--- src/src_params.svh ---
// Constants for the speed reference conditioning block.
`ifndef SRC_PARAMS_SVH
`define SRC_PARAMS_SVH
`define SRC_CLK_MHZ 125
`define SRC_MS_CYC (`SRC_CLK_MHZ * 1000)
`define SRC_FLASH_MS 1000
`define SRC_SAMPLE_NS 10000
`define SRC_SAMPLE_CYC (`SRC_SAMPLE_NS * `SRC_CLK_MHZ / 1000)
`define SRC_FRAC 16
`define SRC_ACCEL_RST 16'h0000
`define SRC_DECEL_RST 16'h0000
`define SRC_FILT_RST 16'h0028
`define SRC_LEVEL_RST 16'h000A
`define SRC_SET_MAX 16'h2710
`define SRC_METHOD_CLAMP 4'hA
`define SRC_SEL_ACCEL 2'h0
`define SRC_SEL_DECEL 2'h1
`define SRC_SEL_FILT 2'h2
`define SRC_SEL_LEVEL 2'h3
`endif

--- src/src_pkg.sv ---
// Types for the speed reference conditioning block.
package src_pkg;
    typedef enum logic [2:0] {
        UT_IDLE,
        UT_NOOP,
        UT_ARMED,
        UT_ADJUST,
        UT_DONE,
        UT_FINISH
    } src_util_state_type;
endpackage

--- src/src_speed_ref_cond.sv ---
// Speed reference conditioning: offset utility, filter, ramp, zero clamp.
`timescale 1ns/1ps
`include "src_params.svh"
module src_speed_ref_cond #(
    parameter int MS_CYC = `SRC_MS_CYC,
    parameter int FLASH_CYC = `SRC_FLASH_MS * `SRC_MS_CYC,
    parameter logic [15:0] MAX_SPEED = 16'h1770,
    parameter logic [15:0] POS_GAIN = 16'h0004
)(
    // Clock, reset and clock enable
    input wire logic CLOCK,
    input wire logic SYS_RST,
    input wire logic CE,
    // Parameter access from the operator panel
    input wire logic PARAM_WE,
    input wire logic [1:0] PARAM_SEL,
    input wire logic [15:0] PARAM_WDATA,
    input wire logic PARAM_INIT,
    output logic [15:0] PARAM_RDATA,
    // Offset utility keys and conditions
    input wire logic KEY_DATA,
    input wire logic KEY_UP,
    input wire logic KEY_DOWN,
    input wire logic KEY_SET,
    input wire logic WRITE_PERMIT,
    input wire logic MAIN_POWER_ON,
    input wire logic SERVO_ON,
    // Offset utility display
    output logic UTIL_ACTIVE,
    output logic DISP_NO_OP,
    output logic DISP_DONE,
    output logic DISP_SERVO_READY,
    output logic signed [15:0] DISP_OFFSET,
    output logic signed [15:0] OFFSET,
    // Speed path
    input wire logic [3:0] CONTROL_METHOD_SELECT,
    input wire logic CLAMP_REQUEST,
    input wire logic signed [15:0] SPEED_REF_IN,
    input wire logic signed [31:0] FEEDBACK_POS,
    output logic signed [15:0] SPEED_CMD,
    output logic CLAMP_ACTIVE
);
    logic [15:0] accel, decel, filt_tc, level;
    logic [15:0] next_accel, next_decel, next_filt_tc, next_level;
    logic [15:0] next_rdata;

    function automatic logic [15:0] clip(input logic [15:0] v);
        return (v > `SRC_SET_MAX) ? `SRC_SET_MAX : v;
    endfunction

    function automatic logic signed [15:0] sat16(input logic signed [48:0] v);
        if (v > 49'sh0_7FFF)
            return 16'sh7FFF;
        else if (v < -49'sh0_8000)
            return -16'sh8000;
        else
            return v[15:0];
    endfunction

    // Settings take effect on the next cycle; the filter time constant applies from the filter's next sample.
    always_comb
    begin
        next_accel = accel;
        next_decel = decel;
        next_filt_tc = filt_tc;
        next_level = level;
        if (PARAM_INIT)
        begin
            next_accel = `SRC_ACCEL_RST;
            next_decel = `SRC_DECEL_RST;
            next_filt_tc = `SRC_FILT_RST;
            next_level = `SRC_LEVEL_RST;
        end
        else if (PARAM_WE)
        begin
            unique case (PARAM_SEL)
                `SRC_SEL_ACCEL: next_accel = clip(PARAM_WDATA);
                `SRC_SEL_DECEL: next_decel = clip(PARAM_WDATA);
                `SRC_SEL_FILT: next_filt_tc = PARAM_WDATA;
                `SRC_SEL_LEVEL: next_level = clip(PARAM_WDATA);
            endcase
        end
        unique case (PARAM_SEL)
            `SRC_SEL_ACCEL: next_rdata = next_accel;
            `SRC_SEL_DECEL: next_rdata = next_decel;
            `SRC_SEL_FILT: next_rdata = next_filt_tc;
            `SRC_SEL_LEVEL: next_rdata = next_level;
        endcase
    end

    always_ff @(posedge CLOCK or posedge SYS_RST)
    begin
        if (SYS_RST)
        begin
            accel <= `SRC_ACCEL_RST;
            decel <= `SRC_DECEL_RST;
            filt_tc <= `SRC_FILT_RST;
            level <= `SRC_LEVEL_RST;
            PARAM_RDATA <= `SRC_ACCEL_RST;
        end
        else if (CE)
        begin
            accel <= next_accel;
            decel <= next_decel;
            filt_tc <= next_filt_tc;
            level <= next_level;
            PARAM_RDATA <= next_rdata;
        end
    end

    // Offset utility. The offset register sits outside the parameter
    // set, which is why initialization never reaches it.
    src_pkg::src_util_state_type state, next_state;
    logic signed [15:0] edit, next_edit, next_offset;
    logic [26:0] flash, next_flash;
    logic flash_end;

    assign flash_end = (flash == 27'(FLASH_CYC - 1));

    always_comb
    begin
        next_state = state;
        next_edit = edit;
        next_offset = OFFSET;
        next_flash = flash;
        unique case (state)
            src_pkg::UT_IDLE:
                if (KEY_DATA)
                begin
                    next_flash = '0;
                    if (WRITE_PERMIT && MAIN_POWER_ON)
                        next_state = src_pkg::UT_ARMED;
                    else
                        next_state = src_pkg::UT_NOOP;
                end
            src_pkg::UT_NOOP, src_pkg::UT_DONE:
                if (flash_end)
                    next_state = (state == src_pkg::UT_NOOP) ?
                        src_pkg::UT_IDLE : src_pkg::UT_FINISH;
                else
                    next_flash = flash + 27'h000_0001;
            src_pkg::UT_ARMED:
                if (KEY_DATA)
                begin
                    if (SERVO_ON)
                    begin
                        next_state = src_pkg::UT_ADJUST;
                        next_edit = OFFSET;
                    end
                    else
                        next_state = src_pkg::UT_IDLE;
                end
            src_pkg::UT_ADJUST:
                if (!SERVO_ON)
                    next_state = src_pkg::UT_ARMED;
                else if (KEY_SET)
                begin
                    next_offset = edit;
                    next_flash = '0;
                    next_state = src_pkg::UT_DONE;
                end
                else if (KEY_UP && edit != 16'sh7FFF)
                    next_edit = edit + 16'sh0001;
                else if (KEY_DOWN && edit != -16'sh8000)
                    next_edit = edit - 16'sh0001;
            src_pkg::UT_FINISH:
                if (KEY_DATA)
                    next_state = src_pkg::UT_IDLE;
        endcase
    end

    always_ff @(posedge CLOCK or posedge SYS_RST)
    begin
        if (SYS_RST)
        begin
            state <= src_pkg::UT_IDLE;
            edit <= '0;
            OFFSET <= '0;
            flash <= '0;
            UTIL_ACTIVE <= 1'b0;
            DISP_NO_OP <= 1'b0;
            DISP_DONE <= 1'b0;
            DISP_SERVO_READY <= 1'b0;
            DISP_OFFSET <= '0;
        end
        else if (CE)
        begin
            state <= next_state;
            edit <= next_edit;
            OFFSET <= next_offset;
            flash <= next_flash;
            UTIL_ACTIVE <= (next_state != src_pkg::UT_IDLE);
            DISP_NO_OP <= (next_state == src_pkg::UT_NOOP);
            DISP_DONE <= (next_state == src_pkg::UT_DONE);
            DISP_SERVO_READY <= (next_state == src_pkg::UT_ARMED) && SERVO_ON;
            DISP_OFFSET <= (next_state == src_pkg::UT_ADJUST) ?
                next_edit : next_offset;
        end
    end

    // Speed path: offset, sample strobe, lag filter, ramp and clamp.
    logic signed [15:0] ref_in, filt, ramp, next_ref_in, next_ramp, next_cmd;
    logic [10:0] smp, next_smp;
    logic [31:0] racc, next_racc, den;
    logic accel_dir, method_a, next_method_a, strap, next_strap;
    logic clamp_cond, next_clamp;
    logic [15:0] tsel;
    logic [16:0] filt_mag;
    logic signed [31:0] hold, next_hold, err;
    logic signed [48:0] prod;
    logic err_small;

    src_lag_filter #(
        .W(16),
        .FRAC(`SRC_FRAC)
    ) u_filter (
        .clk(CLOCK),
        .rst(SYS_RST),
        .ce(CE),
        .sample(smp == 11'(`SRC_SAMPLE_CYC - 1)),
        .tau(filt_tc),
        .x(ref_in),
        .y(filt)
    );

    assign accel_dir = (filt > ramp && ramp >= 0) || (filt < ramp && ramp <= 0);
    assign tsel = accel_dir ? accel : decel;
    assign den = 32'(tsel) * 32'(MS_CYC);
    assign filt_mag = filt[15] ? 17'(-{filt[15], filt}) : {1'b0, filt};
    assign clamp_cond = method_a && CLAMP_REQUEST && (filt_mag < {1'b0, level});
    assign err = hold - FEEDBACK_POS;
    assign err_small = (err >= -32'sd1) && (err <= 32'sd1);
    assign prod = err * $signed({1'b0, POS_GAIN});

    always_comb
    begin
        next_ref_in = sat16(49'(SPEED_REF_IN) + 49'(OFFSET));
        next_smp = (smp == 11'(`SRC_SAMPLE_CYC - 1)) ? '0 : smp + 11'h001;
        next_strap = 1'b1;
        next_method_a = strap ? method_a :
            (CONTROL_METHOD_SELECT == `SRC_METHOD_CLAMP);
        next_ramp = ramp;
        next_racc = racc;
        if (ramp == filt)
            next_racc = '0;
        else if (tsel == 16'h0000)
        begin
            next_ramp = filt;
            next_racc = '0;
        end
        else if (racc + 32'(MAX_SPEED) >= den)
        begin
            // One unit per crossing gives MAX_SPEED units per set time.
            next_racc = racc + 32'(MAX_SPEED) - den;
            next_ramp = (filt > ramp) ? ramp + 16'sh0001
                                      : ramp - 16'sh0001;
        end
        else
            next_racc = racc + 32'(MAX_SPEED);
        next_clamp = clamp_cond;
        next_hold = (clamp_cond && !CLAMP_ACTIVE) ? FEEDBACK_POS : hold;
        if (CLAMP_ACTIVE)
            next_cmd = err_small ? 16'sh0000 : sat16(prod);
        else
            next_cmd = ramp;
    end

    always_ff @(posedge CLOCK or posedge SYS_RST)
    begin
        if (SYS_RST)
        begin
            ref_in <= '0;
            smp <= '0;
            strap <= 1'b0;
            method_a <= 1'b0;
            ramp <= '0;
            racc <= '0;
            CLAMP_ACTIVE <= 1'b0;
            hold <= '0;
            SPEED_CMD <= '0;
        end
        else if (CE)
        begin
            ref_in <= next_ref_in;
            smp <= next_smp;
            strap <= next_strap;
            method_a <= next_method_a;
            ramp <= next_ramp;
            racc <= next_racc;
            CLAMP_ACTIVE <= next_clamp;
            hold <= next_hold;
            SPEED_CMD <= next_cmd;
        end
    end
endmodule

--- src/src_lag_filter.sv ---
// First order lag filter with a serial divider, one update per sample.
`timescale 1ns/1ps
module src_lag_filter #(
    parameter int W = 16,
    parameter int FRAC = 16
)(
    // Clocking
    input wire logic clk,
    input wire logic rst,
    input wire logic ce,
    // Sample strobe and time constant in samples
    input wire logic sample,
    input wire logic [15:0] tau,
    // Data
    input wire logic signed [W-1:0] x,
    output logic signed [W-1:0] y
);
    localparam int AW = W + FRAC;

    logic signed [AW-1:0] acc, next_acc;
    logic signed [W-1:0] next_y;
    logic busy, next_busy, neg, next_neg;
    logic [5:0] cnt, next_cnt;
    logic [16:0] rem, next_rem;
    logic [AW:0] quo, next_quo;
    logic signed [AW:0] diff;
    logic [16:0] den;
    logic [16:0] dv, next_dv;
    logic [17:0] t;
    logic qbit;
    logic [AW:0] q;

    assign diff = $signed({x[W-1], x, {FRAC{1'b0}}}) - $signed({acc[AW-1], acc});
    assign den = {1'b0, tau} + 17'h0_001;
    assign t = {rem, quo[AW]};

    // Each sample moves the output by (x - y) / (tau + 1), so the time
    // constant is tau samples of 0.01 ms; tau of zero passes x straight.
    always_comb
    begin
        next_acc = acc;
        next_busy = busy;
        next_neg = neg;
        next_cnt = cnt;
        next_rem = rem;
        next_quo = quo;
        next_dv = dv;
        qbit = 1'b0;
        q = '0;
        if (!busy)
        begin
            if (sample)
            begin
                if (tau == 16'h0000)
                begin
                    next_acc = {x, {FRAC{1'b0}}};
                end
                else
                begin
                    next_busy = 1'b1;
                    next_cnt = '0;
                    next_rem = '0;
                    next_neg = diff[AW];
                    next_quo = diff[AW] ? -diff : diff;
                    // The divisor is latched here so that a time constant
                    // written mid-division cannot corrupt the result.
                    next_dv = den;
                end
            end
        end
        else
        begin
            qbit = (t >= {1'b0, dv});
            next_rem = qbit ? 17'(t - {1'b0, dv}) : t[16:0];
            q = {quo[AW-1:0], qbit};
            next_quo = q;
            next_cnt = cnt + 6'h01;
            if (cnt == 6'(AW))
            begin
                next_busy = 1'b0;
                next_acc = neg ? acc - $signed(q[AW-1:0])
                               : acc + $signed(q[AW-1:0]);
            end
        end
        next_y = next_acc[AW-1:FRAC];
    end

    always_ff @(posedge clk or posedge rst)
    begin
        if (rst)
        begin
            acc <= '0;
            busy <= 1'b0;
            neg <= 1'b0;
            cnt <= '0;
            rem <= '0;
            quo <= '0;
            dv <= '0;
            y <= '0;
        end
        else if (ce)
        begin
            acc <= next_acc;
            busy <= next_busy;
            neg <= next_neg;
            cnt <= next_cnt;
            rem <= next_rem;
            quo <= next_quo;
            dv <= next_dv;
            y <= next_y;
        end
    end
endmodule

--- config.mk ---
export PLATFORM = sky130hd
export DESIGN_NAME = src_speed_ref_cond
export DESIGN_NICKNAME = d
export VERILOG_FILES = /design/src/src_pkg.sv /design/src/src_speed_ref_cond.sv /design/src/src_lag_filter.sv
export VERILOG_INCLUDE_DIRS = /design/src
export SDC_FILE = /design/constraint.sdc
export NUM_CORES = 2
export LEC_CHECK = 0
export ABC_AREA = 1
export BUFFER_PORTS_ARGS = -buffer_cell sky130_fd_sc_hd__buf_4
export CAP_MARGIN = 20
export CELL_PAD_IN_SITES_DETAIL_PLACEMENT = 1
export CELL_PAD_IN_SITES_GLOBAL_PLACEMENT = 1
export CORE_UTILIZATION = 47
export CTS_BUF_LIST = sky130_fd_sc_hd__clkbuf_8
export DETAILED_ROUTE_END_ITERATION = 8
export HOLD_SLACK_MARGIN = 0.05
export MAX_ROUTING_LAYER = met4
export PLACE_DENSITY_LB_ADDON = 0.3
export SLEW_MARGIN = 20
export SYNTH_ARGS = -nofsm -noshare
export SYNTH_HDL_FRONTEND = slang
export SYNTH_SLANG_ARGS = --single-unit
export TNS_END_PERCENT = 10
--- constraint.sdc ---
create_clock -name CLOCK -period 11.8 [get_ports CLOCK]
set_input_delay 0 -clock CLOCK [delete_from_list [all_inputs] [get_ports CLOCK]]
set_output_delay 0 -clock CLOCK [all_outputs]
set_load 0.05 [all_outputs]
==> results by group <==
Status
  – Status: completed

Critical path
  – Reg2Reg Setup Slack: approximately 0.71 ns
  – Worst-path fanout max: 18
  – Crit path launch type: flip-flop
  – Setup crit end: ramp[15]
  – Crit end category: flip-flop
  – Reg2Reg Capture Point: ramp[15]
  – Arr. time, crit path: 11.72 ns
  – Worst setup path start: u_filter.y[15]
  – Crit-path slowest cell: fa_1
  – Reg2reg path depth: 44
  – Max incr delay on CP: roughly 0.58 ns
  – Critical path class: reg -> reg
  – R2r startpoint: u_filter.y[15]
  – Crit path required time: 12.42 ns

STA
  – Rel. slew slack: 0.268
  – Final setup viols: 0
  – Period minus WS final: between 10 and 15 ns
  – Worst Tran Pin Value: between 1 and 1.5 ns
  – PnR worst setup slack: 0.706 ns
  – FMAX: about 90 MHz
  – Tcrit/Tclk final: 0.940
  – Setup_tns: 0 ns
  – Final count of pins violating max slew: 0
  – Final hold violation count: 0
  – Worst Clk Skew: roughly 0.047 ns

Logic synthesis
  – Post-synthesis net count: approximately 5700
  – Syn Inst Count: between 5000 and 6000
  – Yosys top cell area share: 0.269
  – Yosys warning count: 0
  – Post-synthesis sequential area ratio: 0.272
  – Synth top cells by count: nand2_1, inv_1, o21ai_0
  – Top cells by area, synth: dfrtp_1, nand2_1, ha_1
  – Ys async rst share: 1.00
  – Synth cell types: 66
  – FF+latch count, synth: 392
  – Area leader, netlist: dfrtp_1
  – Number of flops mapped to enable cells by yosys: 0
  – Cell Area, Synth: 36100 um^2
  – Most common flop cell mapped by yosys: dfrtp_1
  – Most frequent cell after synthesis: nand2_1
  – Post-Syn Area per Cell: 6.81 um^2

Die
  – Site Rows: between 100 and 150
  – Die H: between 200 and 300 um
  – Chip width: 279 um
  – Core Region: around 76000 um^2
  – Initial Utilization: 0.475
  – Top-level port count: around 150
  – Die area: a little under 80000 um^2

Cells and area
  – Share of cells above drive strength 1: 0.0705
  – Final core utilization: 0.539
  – Finished layout cell area: 41000 um^2
  – Final net count: about 6000
  – Layout area overhead: 13.5%
  – Number of fill cells: 10000

Detailed routing
  – Routed len/inst: 20.2 um
  – DR vias: between 30000 and 40000
  – Met2 WL: between 60000 and 70000 um
  – Metal3 WL: ~7600 um
  – Routed WL: ~130000 um
  – 1st-iter DRT viols: ~2900
  – Uppermost layer routed: met4
  – Pre-Repair DR Iteration Count: 6
  – DR vias/cell: about 5.8
  – Final ANT Viol Nets: 0
  – WL met1: about 60000 um
  – Residual DRC: 0

Clocking
  – # clock sinks: 392
  – Total clock buffers created by CTS: 79
  – Clk buf depth: 3
  – Worst-skew pair later-pin latency: 0.70 ns
  – CTS root buffer: clkbuf_8
  – H-tree level count: 3
  – CTS tree: built
  – Clock slew at reported path FFs: approximately 0.06 ns

Global routing
  – Vias in the first global route: between 30000 and 40000
  – Initial antenna violation count: 3
  – First-pass GRT wire length: 212000 um
  – Global-route usage over all layers: 0.348
  – Largest net degree at the start of global routing: roughly 160
  – GR Overflow Total: 0

Placed design
  – IO Port Bufs: 151
  – Dpl cell area: ~38000 um^2
  – Pre-CTS WS: ~0.15 ns
  – Post-detail-place hpwl: 99000 um
  – GPL Wtd Cong: just under 1

Min path
  – Worst hold path class: in -> reg
  – WHS Path Cells: 7

Job
  – Max_cap viols: 0
-- through the flow --
step	hold slack, ns	std cells
2_1_floorplan	0.144	5299
3_3_place_gp	0.170	6366
3_5_place_dp	0.190	6366
4_1_cts	0.0506	6599
5_1_grt	0.135	6604
6_report	0.0792	6604
-- cells by family (layout without fill, tap and decap cells) --
kind of cell	count (synthesis)	in the layout	synth area share
adders and majority gates	366	366	0.140
DFF	392	392	0.272
buffers and inverters	927	1198	0.0972
xor gates and xnor gates	202	202	0.0499
and+or+nand+nor	2263	2264	0.265
other	0	2	0
AOI/OAI and AO/OA	1149	1150	0.176
-- cell usage in the layout, fill, tap and decap left out, types with 55 or more instances in the layout --
master / instances
dfrtp_1: 387
xor2_1: 147
inv_1: 780
ha_1: 305
a21oi_1: 385
clkbuf_8: 101
nand4_1: 71
nor3_1: 81
nand2_1: 1244
nor2_1: 443
fa_1: 61
o21ai_0: 498
buf_4: 182
nand3_1: 305
dlygate4sd3_1: 96
o211ai_1: 55
-- how the worst min path moves through the flow --
stage / slack, ns / start / endpoint
after detailed placement: 0.19 / SYS_RST / DISP_OFFSET[3]
after global placement: 0.17 / SYS_RST / DISP_OFFSET[3]
final: 0.08 / KEY_DOWN / edit[0]
after CTS: 0.05 / CLAMP_REQUEST / hold[31]
after floorplan: 0.14 / SERVO_ON / DISP_SERVO_READY
after global routing: 0.13 / FEEDBACK_POS[0] / hold[0]
-- area by class of cell --
type / instances / area (um^2) / area share
inverters: 780 / 2940 / 0.0719
well taps: 1030 / 1290 / 0.0315
diodes: 2 / 5.00 / 0.000122
multi-input cells: 3982 / 22800 / 0.557
clock buffers: 101 / 1390 / 0.0339
clock inverters: 36 / 315 / 0.00770
flip-flops and latches: 392 / 9820 / 0.240
repair buffers: 281 / 2380 / 0.0581
-- sequential cells by signal (all words and copies together), names as in the netlist, 17 cells and up --
name,count
flash,27
hold,32
racc,29
u_filter.dv,17
u_filter.quo,33
u_filter.rem,17
-- routing by layer --
layer,global-route usage,vias up
met5,-,-
met4,0.115,0
met3,0.0375,283
met2,0.548,1147
met1,0.466,18800
li1,-,17900
-- critical path, delay by kind of cell, from the launching register on --
kind                       cells  cell delay, ns
and+or+nand+nor               19            4.08
adders and majority gates      9            4.07
buffers and inverters          6            0.54
DFF                            1            0.52
xor gates and xnor gates       1            0.17
AOI/OAI and AO/OA              9            1.63
-- timing repair --
item,4_1_cts,5_1_grt
endpoints found under the setup margin,0,28
hold buffers,96,0
resized for setup,0,4
endpoints found under the hold margin,249,0
setup buffers,0,1
Power is not shown: default switching activity piles up to over one toggle a cycle in this logic, so the estimate is an artifact.
